File: config.mk
export PLATFORM = sky130hd
export DESIGN_NAME = fast_pulse_counter
export DESIGN_NICKNAME = d
export VERILOG_FILES = /design/src/fpc_pkg.sv /design/src/fast_pulse_counter.sv
export VERILOG_INCLUDE_DIRS = /design/src /design/src/src
export SDC_FILE = /design/constraint.sdc
export NUM_CORES = 1
export LEC_CHECK = 0
export BUFFER_PORTS_ARGS = -buffer_cell sky130_fd_sc_hd__clkbuf_2
export CORE_MARGIN = 2
export CORE_UTILIZATION = 57
export DETAILED_ROUTE_END_ITERATION = 10
export MAX_ROUTING_LAYER = met4
export PLACE_DENSITY = 0.84
export SYNTH_ARGS = -nofsm -noshare
export SYNTH_HDL_FRONTEND = slang
export SYNTH_SLANG_ARGS = --single-unit
File: constraint.sdc
create_clock -name sys_clk -period 12.2 [get_ports sys_clk]
set_clock_uncertainty 0.05 [all_clocks]
set_input_delay 1.83 -clock sys_clk [delete_from_list [all_inputs] [get_ports sys_clk]]
set_output_delay 1.83 -clock sys_clk [all_outputs]
set_load 0.05 [all_outputs]
File: src/fpc_defs.svh
`ifndef FPC_DEFS_SVH
`define FPC_DEFS_SVH
// Register byte offsets
`define A_CTRL     8'h00
`define A_STATUS   8'h04
`define A_COUNT    8'h08
`define A_CATCH    8'h0c
`define A_MODE     8'h10
`define A_PRESET   8'h14
`define A_CONFIG   8'h18
`define A_FALLBACK 8'h1c
`define A_TH_LOW   8'h20
`define A_TH_HIGH  8'h24
// Count mode codes
`define M_UPDOWN   3'h1
`define M_TWOPHASE 3'h2
`define M_UP       3'h3
`define M_DOWN     3'h4
`define M_FREQ     3'h5
// Fallback codes
`define FB_RESET   2'h0
`define FB_FREEZE  2'h1
// Reset values
`define RST_MODE   3'h0
`define RST_PRESET 32'hffffffff
`define RST_CONFIG 11'h4c0
`define RST_FB     2'h0
`define RST_TH_LOW 32'h00000000
`define RST_TH_HI  32'hffffffff
// Timing
`define CLK_KHZ    100000
`define T_SHORT_MS 100
`define T_LONG_MS  1000
`define SHORT_SCALE 32'h0000000a
`endif

File: src/fpc_pkg.sv
package fpc_pkg;
  typedef struct packed {
    logic meas_valid_clear;
    logic comm_error;
    logic host_stopped;
    logic done_clear;
    logic reinit_cmd;
    logic count_enable;
  } ctrl_type;
  typedef struct packed {
    logic reflex_b_zone_high;
    logic reflex_b_zone_mid;
    logic reflex_b_zone_low;
    logic reflex_a_zone_high;
    logic reflex_a_zone_mid;
    logic reflex_a_zone_low;
    logic catch_in_enable;
    logic preset_in_enable;
    logic gate_select;
    logic reflex_b_active;
    logic reflex_a_active;
  } cfg_type;
  typedef enum logic {GATE_IDLE, GATE_RUN} gate_state_type;
endpackage : fpc_pkg

File: src/fast_pulse_counter.sv
`timescale 1ns/100ps
`include "fpc_defs.svh"
module fast_pulse_counter #(
  parameter int unsigned GATE_SHORT_CYC = `T_SHORT_MS * (`CLK_KHZ),
  parameter int unsigned GATE_LONG_CYC  = `T_LONG_MS * (`CLK_KHZ)
) (
  // Clock and reset
  input  wire logic        sys_clk,
  input  wire logic        reset,
  // AHB-Lite slave
  input  wire logic        hsel,
  input  wire logic [31:0] haddr,
  input  wire logic [1:0]  htrans,
  input  wire logic        hwrite,
  input  wire logic [2:0]  hsize,
  input  wire logic [31:0] hwdata,
  input  wire logic        hready,
  output logic             hreadyout,
  output logic [31:0]      hrdata,
  output logic             hresp,
  // Field inputs
  input  wire logic        pulse_in_a,
  input  wire logic        pulse_in_b,
  input  wire logic        preset_in,
  input  wire logic        catch_in,
  // Reflex outputs
  output logic             reflex_out_a,
  output logic             reflex_out_b
);

  // ----------------------------------------
  // Field input conditioning
  // ----------------------------------------
  logic [3:0] pin_raw;
  logic [2:0] sync_r [4];
  logic [3:0] filt_r;
  logic [3:0] filt_d_r;
  logic [3:0] rise;

  assign pin_raw = {catch_in, preset_in, pulse_in_b, pulse_in_a};
  assign rise    = filt_r & ~filt_d_r;

  for (genvar i = 0; i < 4; i++) begin : g_sync
    always_ff @(posedge sys_clk or posedge reset) begin
      if (reset) begin
        sync_r[i]   <= 3'h0;
        filt_r[i]   <= 1'b0;
        filt_d_r[i] <= 1'b0;
      end else begin
        sync_r[i]   <= {sync_r[i][1:0], pin_raw[i]};
        if (sync_r[i][2] == sync_r[i][1]) begin
          filt_r[i] <= sync_r[i][2];
        end
        filt_d_r[i] <= filt_r[i];
      end
    end
  end

  // ----------------------------------------
  // Software-visible state
  // ----------------------------------------
  fpc_pkg::ctrl_type ctrl_r;
  fpc_pkg::cfg_type  cfg_r;
  logic [2:0]        count_mode_r;
  logic [1:0]        fallback_mode_r;
  logic [31:0]       preset_value_r;
  logic [31:0]       th_low_pend_r;
  logic [31:0]       th_high_pend_r;
  logic [31:0]       low_threshold_r;
  logic [31:0]       high_threshold_r;
  logic [31:0]       current_count_r;
  logic [31:0]       catch_value_r;
  logic              done_flag_r;
  logic              meas_valid_r;
  logic              dir_down_r;
  logic              wr_pend_r;
  logic [7:0]        wr_addr_r;

  // ----------------------------------------
  // Fallback and effective controls
  // ----------------------------------------
  logic fault;
  logic reinit_eff;
  logic en_eff;
  logic is_freq;

  assign fault      = ctrl_r.host_stopped | ctrl_r.comm_error;
  assign reinit_eff = ctrl_r.reinit_cmd |
                      (fault & (fallback_mode_r == `FB_RESET));
  assign en_eff     = ctrl_r.count_enable &
                      ~(fault & (fallback_mode_r == `FB_FREEZE));
  assign is_freq    = (count_mode_r == `M_FREQ);

  // ----------------------------------------
  // Bus slave
  // ----------------------------------------
  logic addr_ok;
  assign addr_ok = hsel & htrans[1] & hready;

  function automatic logic [31:0] read_mux(input logic [7:0] a);
    logic [31:0] d;
    d = 32'h0;
    case (a)
      `A_CTRL:     d = {26'h0, ctrl_r};
      `A_STATUS:   d = {27'h0, meas_valid_r,
                        current_count_r >= high_threshold_r,
                        current_count_r >= low_threshold_r,
                        done_flag_r, dir_down_r};
      `A_COUNT:    d = current_count_r;
      `A_CATCH:    d = catch_value_r;
      `A_MODE:     d = {29'h0, count_mode_r};
      `A_PRESET:   d = preset_value_r;
      `A_CONFIG:   d = {21'h0, cfg_r};
      `A_FALLBACK: d = {30'h0, fallback_mode_r};
      `A_TH_LOW:   d = th_low_pend_r;
      `A_TH_HIGH:  d = th_high_pend_r;
      default:     d = 32'h0;
    endcase
    return d;
  endfunction : read_mux

  // Zero wait states keep the master simple
  always_ff @(posedge sys_clk or posedge reset) begin
    if (reset) begin
      hreadyout <= 1'b0;
      hresp     <= 1'b0;
      hrdata    <= 32'h0;
      wr_pend_r <= 1'b0;
      wr_addr_r <= 8'h0;
    end else begin
      hreadyout <= 1'b1;
      hresp     <= 1'b0;
      wr_pend_r <= addr_ok & hwrite;
      wr_addr_r <= {haddr[7:2], 2'b00};
      if (addr_ok & ~hwrite) begin
        hrdata <= read_mux({haddr[7:2], 2'b00});
      end
    end
  end

  always_ff @(posedge sys_clk or posedge reset) begin
    if (reset) begin
      ctrl_r          <= '0;
      cfg_r           <= `RST_CONFIG;
      count_mode_r    <= `RST_MODE;
      fallback_mode_r <= `RST_FB;
      preset_value_r  <= `RST_PRESET;
      th_low_pend_r   <= `RST_TH_LOW;
      th_high_pend_r  <= `RST_TH_HI;
    end else if (wr_pend_r) begin
      case (wr_addr_r)
        `A_CTRL:     ctrl_r          <= hwdata[5:0];
        `A_MODE:     count_mode_r    <= hwdata[2:0];
        `A_PRESET:   preset_value_r  <= hwdata;
        `A_CONFIG:   cfg_r           <= hwdata[10:0];
        `A_FALLBACK: fallback_mode_r <= hwdata[1:0];
        `A_TH_LOW:   th_low_pend_r   <= hwdata;
        `A_TH_HIGH:  th_high_pend_r  <= hwdata;
        default:     ctrl_r          <= ctrl_r;
      endcase
    end
  end

  // Thresholds only take effect on reinit
  always_ff @(posedge sys_clk or posedge reset) begin
    if (reset) begin
      low_threshold_r  <= `RST_TH_LOW;
      high_threshold_r <= `RST_TH_HI;
    end else if (reinit_eff) begin
      low_threshold_r  <= th_low_pend_r;
      high_threshold_r <= th_high_pend_r;
    end
  end

  // ----------------------------------------
  // Frequency gate
  // ----------------------------------------
  fpc_pkg::gate_state_type gate_st_r;
  logic [31:0] gate_cnt_r;
  logic [31:0] edges_r;
  logic        gate_long_r;
  logic        meas_done;
  logic [31:0] edges_fin;
  logic [31:0] freq_hz;
  logic        gate_go;

  assign gate_go   = is_freq & en_eff & ~reinit_eff;
  assign meas_done = (gate_st_r == fpc_pkg::GATE_RUN) & gate_go &
                     (gate_cnt_r == 32'h1);
  assign edges_fin = edges_r + {31'h0, rise[0]};
  // Short gate scales by ten; long gate is already in Hz
  assign freq_hz   = gate_long_r ? edges_fin :
                     32'(edges_fin * `SHORT_SCALE);

  always_ff @(posedge sys_clk or posedge reset) begin
    if (reset) begin
      gate_st_r   <= fpc_pkg::GATE_IDLE;
      gate_cnt_r  <= 32'h0;
      edges_r     <= 32'h0;
      gate_long_r <= 1'b0;
    end else begin
      case (gate_st_r)
        fpc_pkg::GATE_IDLE: begin
          if (gate_go) begin
            gate_st_r   <= fpc_pkg::GATE_RUN;
            gate_long_r <= cfg_r.gate_select;
            gate_cnt_r  <= cfg_r.gate_select ? GATE_LONG_CYC : GATE_SHORT_CYC;
            edges_r     <= 32'h0;
          end
        end
        fpc_pkg::GATE_RUN: begin
          if (!gate_go) begin
            gate_st_r <= fpc_pkg::GATE_IDLE;
          end else if (meas_done) begin
            // Back-to-back gates; new base here and on start from idle
            gate_long_r <= cfg_r.gate_select;
            gate_cnt_r  <= cfg_r.gate_select ? GATE_LONG_CYC : GATE_SHORT_CYC;
            edges_r     <= 32'h0;
          end else begin
            gate_cnt_r <= gate_cnt_r - 32'h1;
            edges_r    <= edges_fin;
          end
        end
        default: gate_st_r <= fpc_pkg::GATE_IDLE;
      endcase
    end
  end

  // ----------------------------------------
  // Counter core
  // ----------------------------------------
  logic        cnt_edge;
  logic        preset_hit;
  logic        done_evt;
  logic [31:0] cnt_inc;
  logic [31:0] cnt_dec;
  logic        go_down;

  assign cnt_inc    = current_count_r + 32'h1;
  assign cnt_dec    = current_count_r - 32'h1;
  assign preset_hit = rise[2] & cfg_r.preset_in_enable;
  assign cnt_edge   = en_eff & rise[0] & ~is_freq;
  // Up/down: pulse_in_b level picks direction; two-phase: B at A rise
  assign go_down    = filt_r[1];

  always_comb begin
    done_evt = 1'b0;
    if (!reinit_eff && !preset_hit && cnt_edge) begin
      case (count_mode_r)
        `M_UP:     done_evt = (cnt_inc == preset_value_r);
        `M_DOWN:   done_evt = (cnt_dec == 32'h0);
        `M_UPDOWN: done_evt = go_down & (cnt_dec == 32'h0);
        default:   done_evt = 1'b0;
      endcase
    end
  end

  always_ff @(posedge sys_clk or posedge reset) begin
    if (reset) begin
      current_count_r <= 32'h0;
      dir_down_r      <= 1'b0;
    end else if (reinit_eff) begin
      case (count_mode_r)
        `M_UP, `M_FREQ: current_count_r <= 32'h0;
        default:        current_count_r <= preset_value_r;
      endcase
    end else if (is_freq) begin
      if (meas_done) begin
        current_count_r <= freq_hz;
      end
    end else if (preset_hit) begin
      current_count_r <= preset_value_r;
    end else if (cnt_edge) begin
      case (count_mode_r)
        `M_UP: begin
          current_count_r <= done_evt ? 32'h0 : cnt_inc;
        end
        `M_DOWN: begin
          current_count_r <= done_evt ? preset_value_r : cnt_dec;
        end
        `M_UPDOWN, `M_TWOPHASE: begin
          current_count_r <= go_down ? cnt_dec : cnt_inc;
          dir_down_r      <= go_down;
        end
        default: current_count_r <= current_count_r;
      endcase
    end
  end

  // Set beats clear on the same edge
  always_ff @(posedge sys_clk or posedge reset) begin
    if (reset) begin
      done_flag_r <= 1'b0;
    end else if (done_evt) begin
      done_flag_r <= 1'b1;
    end else if (reinit_eff || ctrl_r.done_clear) begin
      done_flag_r <= 1'b0;
    end
  end

  always_ff @(posedge sys_clk or posedge reset) begin
    if (reset) begin
      meas_valid_r <= 1'b0;
    end else if (meas_done) begin
      meas_valid_r <= 1'b1;
    end else if ((reinit_eff && is_freq) || ctrl_r.meas_valid_clear) begin
      meas_valid_r <= 1'b0;
    end
  end

  always_ff @(posedge sys_clk or posedge reset) begin
    if (reset) begin
      catch_value_r <= 32'h0;
    end else if (rise[3] && cfg_r.catch_in_enable) begin
      catch_value_r <= current_count_r;
    end
  end

  // ----------------------------------------
  // Reflex outputs
  // ----------------------------------------
  function automatic logic zone_level(input logic [31:0] c,
                                      input logic [31:0] lo,
                                      input logic [31:0] hi,
                                      input logic [2:0] z);
    logic r;
    r = z[1];
    if (c < lo) begin
      r = z[0];
    end else if (c > hi) begin
      r = z[2];
    end
    return r;
  endfunction : zone_level

  // Reflex outputs lag the count by one cycle
  always_ff @(posedge sys_clk or posedge reset) begin
    if (reset) begin
      reflex_out_a <= 1'b0;
      reflex_out_b <= 1'b0;
    end else begin
      reflex_out_a <= cfg_r.reflex_a_active &
        zone_level(current_count_r, low_threshold_r, high_threshold_r,
                   {cfg_r.reflex_a_zone_high, cfg_r.reflex_a_zone_mid,
                    cfg_r.reflex_a_zone_low});
      reflex_out_b <= cfg_r.reflex_b_active &
        zone_level(current_count_r, low_threshold_r, high_threshold_r,
                   {cfg_r.reflex_b_zone_high, cfg_r.reflex_b_zone_mid,
                    cfg_r.reflex_b_zone_low});
    end
  end
endmodule : fast_pulse_counter

==> run_results.csv, run 1 <==
group,metric,value,unit
setup_path,cp-end-kind,"register",
sta,finalSetupViolCount,0,
route,wl_met1,30.5,mm
placement,pre_cts_ws,6.34,ns
sta,finalCriticalPeriod,5.96,ns
synthesis,synthCells,2624,
route,drt_iter0_drc,2816,
final_layout,multiInputGateArea,0.0135,mm2
pwr,swShare,0.333,
sta,finalHoldViolations,0,
pwr,p_comb_frac,0.212,
sta,period_share,0.488,
cts,ctsResizeCount,0,
placement,gp_congestion,1.02,
die,die_h,210,um
pwr,power_frac_seq,0.432,
placement,dpl.hpwl,51.4,mm
sta,tns,0,ns
die,die_area,0.0440,mm2
cts,cts_buffers,43,
setup_path,worstPathMaxFanout,5,
synthesis,synth_edf_count,0,
sta,max_freq,168,MHz
flow_run,maxCapViolations,0,
route,first_pass_iters,9,
route,wl_met2,34.1,mm
cts,cts_tree,"yes",
synthesis,ys.flop_type,"dfrtp_1",
global_routing,grt_max_degree,153,
pwr,vdd_drop_max,0.113,mV
cts,cts_hold_buf,0,
placement,portBuffers,82,
final_layout,register_area,0.00953,mm2
global_routing,grt_pass1_vias,21200,
die,row_count,75,
synthesis,synth_top_area_cell,"dfrtp_1",
sta,rsz0062_at_grt,"false",
pwr,static-leakage-power,11.8,nW
pwr,power_frac_clock,0.356,
final_layout,drive_gt1_frac,0.173,
global_routing,grt_pass1_wl,119,mm
run_status,status,"finished, final reports clean",
route,avgRoutedWirePerCell,23.7,um
worst_hold_path,hold_path_class,"register to register",
route,routed_wl,75.4,mm
setup_path,cp-start-kind,"register",
synthesis,yosys-top-cells-area,"dfrtp_1 (29%), dfstp_2 (11%), ha_1 (6.5%)",
cts,htree_levels,2,
synthesis,synth_common_cells,"dfrtp_1 (277), nand2_1 (256), o21ai_0 (228)",
route,top_layer,"met4",
sta,slew_headroom,0.170,
synthesis,ys_seq_area_frac,0.395,
pwr,p_per_area,143,mW/mm2
route,wl_met3,7.27,mm
route,antenna_left,0,
final_layout,antennaDiodeCount,0,
cts,clock_path_buffers,3,
synthesis,syn_area,0.0241,mm2
route,vias,21600,
pwr,power,3.75,mW
synthesis,yosys_warnings,0,
sta,drv_slew,0,
global_routing,antenna_found_initial,0,
cts,cts_sinks,376,
setup_path,cp.arrival,6.41,ns
sta,hold-worst-slack,0.302,ns
final_layout,layout.nets,2816,
global_routing,overflow,0,
cts,cts.reportedPaths.clkPinSlew,0.06,ns
setup_path,worstPathRequired,12.65,ns
synthesis,synth.most_common_cell,"dfrtp_1",
final_layout,fillers,3361,
die,core,0.0419,mm2
route,drc,0,
synthesis,synth_top_area_share,0.287,
final_layout,area_delta_synth_final,9.01,%
final_layout,final_core_util,0.628,
cts,cts_setup_buffers,0,
cts,cts_root_buffer,"clkbuf_16",
synthesis,syn_area_per_cell,9.19,um2
synthesis,syn_nets,2829,
synthesis,ys_ff_latch,376,
die,die_w,210,um
synthesis,ys_async_sr_fraction,1.00,
sta,final.setup.worst_slack,6.24,ns
synthesis,yosysUniqueCellTypes,98,
die,io_pins,114,
cts,clk_latency,0.59,ns
global_routing,grt_usage,0.354,
die,initial_core_util,0.576,
pwr,internal-power,2.50,mW
setup_path,path_class,"register to register",
pwr,p_sw,1.25,mW
route,vias_per_cell,6.78,
sta,max_slew.worst_pin.slew,1.23,ns
==> final timing paths <==
kind                                        from                         endpoint  slack [ns]  cells past startpoint
max reg2reg                filt_r[0]$_DFFE_PP0N_  current_count_r[28]$_DFFE_PP0P_        6.24                     18
max                        filt_r[0]$_DFFE_PP0N_  current_count_r[28]$_DFFE_PP0P_        6.24                     18
min                          sync_r[9]$_DFF_PP0_             sync_r[10]$_DFF_PP0_        0.30                      0
max in group asynchronous                  reset    catch_value_r[19]$_DFFE_PP0P_        8.21                      4
min in group asynchronous                  reset              sync_r[3]$_DFF_PP0_        1.42                      2
min reg2reg                  sync_r[9]$_DFF_PP0_             sync_r[10]$_DFF_PP0_        0.30                      0
==> power groups by stage <==
| stage | clock network (mW) | logic, mW | registers (mW) |
|---|---|---|---|
| CTS | 1.35 | 0.778 | 1.61 |
| detailed placement | 0 | 0.770 | 1.63 |
| global route | 1.40 | 0.874 | 1.64 |
| floorplan | 0 | 0.635 | 1.50 |
| global placement | 0 | 0.744 | 1.62 |
| finish | 1.34 | 0.794 | 1.62 |
==> routing by layer <==
layer | track usage | vias up
li1 | - | 9598
met1 | 0.463 | 10500
met2 | 0.546 | 1236
met3 | 0.0584 | 209
met4 | 0.157 | 0
met5 | - | -
==> cell usage in the layout (no fill, tap or decap), types with 34 or more instances in the layout <==
master     count
a21o_1        73
a21oi_1      166
a222oi_1      34
clkbuf_16     43
clkbuf_2      82
dfrtp_1      277
dfstp_2       99
ha_1         126
inv_1        110
mux2_2       139
nand2_1      256
nand3_1       74
nand4_1       47
nor2_1       146
nor3_1        57
o21ai_0      228
xnor2_1       78
xor2_1        53
==> critical path, stage by stage, from the launching register on <==
cell      delay (ns)
dfrtp_1         0.36
nor2b_1         0.25
ha_1            0.25
ha_1            0.28
nand4_1         0.26
nor4_1          0.75
nand3_1         0.18
xnor2_1         0.39
ha_1            0.32
ha_1            0.38
and3_1          0.24
nand2_1         0.07
o311a_1         0.34
o41ai_1         0.78
a41oi_1         0.26
nand2b_1        0.13
a211oi_1        0.07
or3_1           0.36
a31oi_1         0.16
==> cells by family after synthesis <==
logic type,count (synthesis),synth area share
muxes,163,0.0751
buffers and inverters,285,0.0459
AOI/OAI and AO/OA,765,0.208
DFF,376,0.395
adders and majority gates,131,0.0679
other,2,0.000311
xor gates and xnor gates,134,0.0504
and+or+nand+nor,768,0.157
==> sequential cells by signal, indices dropped and copies added (netlist names), 2 cells and up <==
name              flops
ctrl_r                6
preset_value_r       32
filt_r                3
low_threshold_r      32
edges_r              32
filt_d_r              3
high_threshold_r     32
cfg_r                11
fallback_mode_r       2
current_count_r      32
catch_value_r        32
wr_addr_r             6
count_mode_r          3
sync_r               12
th_low_pend_r        32
th_high_pend_r       32
hrdata               32
gate_cnt_r           32
==> layout make-up <==
class	count	share of cell area
Inverter	112	0.0163
Timing Repair Buffer	115	0.0255
Multi-Input combinational cell	1963	0.515
Clock buffer	68	0.0487
Tap cell	539	0.0257
Sequential cell	376	0.363
Clock inverter	11	0.00600
==> stage by stage <==
step	cells	area, um2
6_report	3184	26300
5_1_grt	3184	26300
4_1_cts	3184	26300
3_5_place_dp	3105	24800
3_3_place_gp	3105	24800
2_1_floorplan	2624	24100
No activity file was read; power rests on OpenSTA's default activity.
==> inputs of run 2 (changes only) <==
--- a/config.mk
+++ b/config.mk
@@ -6,9 +6,10 @@
 export SDC_FILE = /design/constraint.sdc
 export NUM_CORES = 1
 export LEC_CHECK = 0
+export ABC_AREA = 1
 export BUFFER_PORTS_ARGS = -buffer_cell sky130_fd_sc_hd__clkbuf_2
 export CORE_MARGIN = 2
-export CORE_UTILIZATION = 57
+export CORE_UTILIZATION = 60
 export DETAILED_ROUTE_END_ITERATION = 10
 export MAX_ROUTING_LAYER = met4
 export PLACE_DENSITY = 0.84
==> constraint.sdc (replaced) <==
create_clock -name sys_clk -period 5.9 [get_ports sys_clk]
set_clock_uncertainty 0.05 [all_clocks]
set_input_delay 0.885 -clock sys_clk [delete_from_list [all_inputs] [get_ports sys_clk]]
set_output_delay 0.885 -clock sys_clk [all_outputs]
set_load 0.05 [all_outputs]
==> run 2 against run 1 <==
Die area fell by 3.8%. Flip-flop and latch count did not move. Sequential power rose by 93%. Total power rose by 120%. Critical path depth rose by 9. Fmax rose by 13%. Design area rose by 1.6%. Setup slack got worse by 5.6 ns. Core utilization rose by 4.1 points. Routed wire length rose by 8.6%. Via count rose by 12%.
==> run_results.csv, run 2 <==
group,metric,value,unit
run_status,status,"finished, final reports clean",
route,avgRoutedWirePerCell,20.8,um
synthesis,synth_top_area_cell,"dfrtp_1",
cts,cts.reportedPaths.clkPinSlew,0.06,ns
die,initial_core_util,0.611,
synthesis,ys_async_sr_fraction,1.00,
pwr,vdd_drop_max,0.295,mV
die,die_area,0.0423,mm2
sta,slew_headroom,0.204,
final_layout,drive_gt1_frac,0.101,
synthesis,syn_area_per_cell,7.28,um2
sta,rsz0062_at_grt,"false",
sta,drv_slew,0,
setup_path,cp-end-kind,"register",
sta,finalCriticalPeriod,5.26,ns
final_layout,area_delta_synth_final,9.50,%
sta,finalHoldViolations,0,
cts,clock_path_buffers,3,
die,die_h,206,um
placement,portBuffers,82,
global_routing,overflow,0,
final_layout,layout.nets,3576,
global_routing,grt_pass1_vias,22900,
sta,max_freq,190,MHz
route,drt_iter0_drc,3145,
synthesis,ys_ff_latch,376,
global_routing,grt_usage,0.402,
placement,gp_congestion,1.01,
synthesis,syn_area,0.0244,mm2
setup_path,cp-start-kind,"register",
die,die_w,206,um
route,drc,0,
synthesis,ys_seq_area_frac,0.391,
sta,period_share,0.892,
cts,cts_hold_buf,0,
synthesis,syn_nets,3557,
cts,cts_root_buffer,"clkbuf_16",
setup_path,path_class,"register to register",
sta,finalSetupViolCount,0,
pwr,p_per_area,304,mW/mm2
synthesis,ys.flop_type,"dfrtp_1",
synthesis,yosys_warnings,0,
route,vias,24100,
final_layout,antennaDiodeCount,0,
route,routed_wl,81.9,mm
cts,cts_tree,"yes",
flow_run,maxCapViolations,0,
cts,ctsResizeCount,0,
global_routing,antenna_found_initial,0,
cts,htree_levels,2,
synthesis,synth_top_area_share,0.284,
final_layout,final_core_util,0.669,
placement,pre_cts_ws,0.773,ns
setup_path,worstPathMaxFanout,5,
sta,max_slew.worst_pin.slew,1.19,ns
synthesis,synthCells,3352,
sta,tns,0,ns
synthesis,synth_common_cells,"nand2_1 (862), inv_1 (409), o21ai_0 (365)",
route,antenna_left,0,
pwr,power,8.13,mW
pwr,static-leakage-power,14.5,nW
setup_path,r2r_slack,0.64,ns
cts,cts_setup_buffers,0,
global_routing,grt_max_degree,159,
route,first_pass_iters,7,
worst_hold_path,hold_path_class,"input port to async pin",
final_layout,mostFrequentLayoutCells,"nand2_1 (861), inv_1 (407), o21ai_0 (365)",
synthesis,yosysUniqueCellTypes,57,
synthesis,synth_edf_count,0,
sta,final.setup.worst_slack,0.636,ns
cts,clk_latency,0.60,ns
die,row_count,73,
synthesis,synth.most_common_cell,"nand2_1",
die,core,0.0399,mm2
cts,cts_buffers,42,
synthesis,yosys-top-cells-area,"dfrtp_1 (28%), nand2_1 (13%), dfstp_2 (11%)",
final_layout,final_common_cell,"nand2_1",
die,io_pins,114,
setup_path,cp.arrival,5.68,ns
global_routing,grt_pass1_wl,127,mm
placement,dpl.hpwl,59.8,mm
cts,cts_sinks,376,
route,vias_per_cell,6.14,
setup_path,worstPathRequired,6.32,ns
-- run 2: power by group --
group	total (mW)	switching (mW)	leakage (nW)	internal [mW]
clock network	2.93	1.16	0.736	1.77
logic	2.08	1.45	9.51	0.628
registers	3.12	0.296	4.21	2.82
-- run 2: logic make-up after synthesis --
logic type / synth area share
AO/OA/AOI/OAI: 0.182
AND/OR/NAND/NOR: 0.245
XOR/XNOR: 0.0264
adder cells (fa/ha/maj): 0.0671
flip-flops: 0.391
other: 0.000308
buffers and inverters: 0.0885
-- run 2: metrics by stage --
step                      hold slack, ns  instance area, um2  cells
after global routing               0.192               26700   3929
after floorplan                    0.281               24400   3352
final                              0.179               26700   3929
after detailed placement           0.295               25200   3852
after global placement             0.284               25200   3852
after CTS                          0.170               26700   3929
-- run 2: final cells by class --
class	count	area [um2]
Multi-Input combinational cell	2420	12700
Clock buffer	56	1180
Clock inverter	21	350
Timing Repair Buffer	114	676
Inverter	417	1570
Fill cell	3331	13200
Sequential cell	376	9530
Tap cell	525	657
-- run 2: per-layer routing --
metal  share of wire  vias up  GRT usage
met5               0        -          -
met3            0.10      215     0.0675
met2            0.45     1390      0.618
met4           0.039        0      0.144
met1            0.41    11400      0.537
li1                -    11100          -
-- run 2: critical path, stage by stage (launching register included) --
cell and delay, ns:
dfrtp_1 0.38, inv_1 0.08, nor2_1 0.14, ha_1 0.21, ha_1 0.19, nand3_1 0.13
nor2_1 0.16, nand2_1 0.12, nor3_1 0.30, nand4_1 0.23, buf_4 0.21, nor2_1 0.15
nand3_1 0.10, xor2_1 0.25, inv_1 0.13, ha_1 0.31, ha_1 0.36, nand2_1 0.13
nor4_1 0.40, nand3_1 0.14, nand3_1 0.22, nand2_1 0.09, nand3_1 0.12, a21oi_1 0.08
o21ai_0 0.21, nand3_1 0.14, nand2_1 0.08, inv_1 0.04
-- run 2: path summary, 6_finish.rpt --
check / from / end / depth (start not counted)
max: filt_r[0]$_DFFE_PP0N_ / current_count_r[30]$_DFFE_PP0P_ / 27
max reg2reg: filt_r[0]$_DFFE_PP0N_ / current_count_r[30]$_DFFE_PP0P_ / 27
max in group asynchronous: reset / current_count_r[30]$_DFFE_PP0P_ / 3
min reg2reg: sync_r[0]$_DFF_PP0_ / sync_r[1]$_DFF_PP0_ / 0
min in group sys_clk: sync_r[0]$_DFF_PP0_ / sync_r[1]$_DFF_PP0_ / 0
min: reset / hrdata[1]$_DFFE_PP0P_ / 2
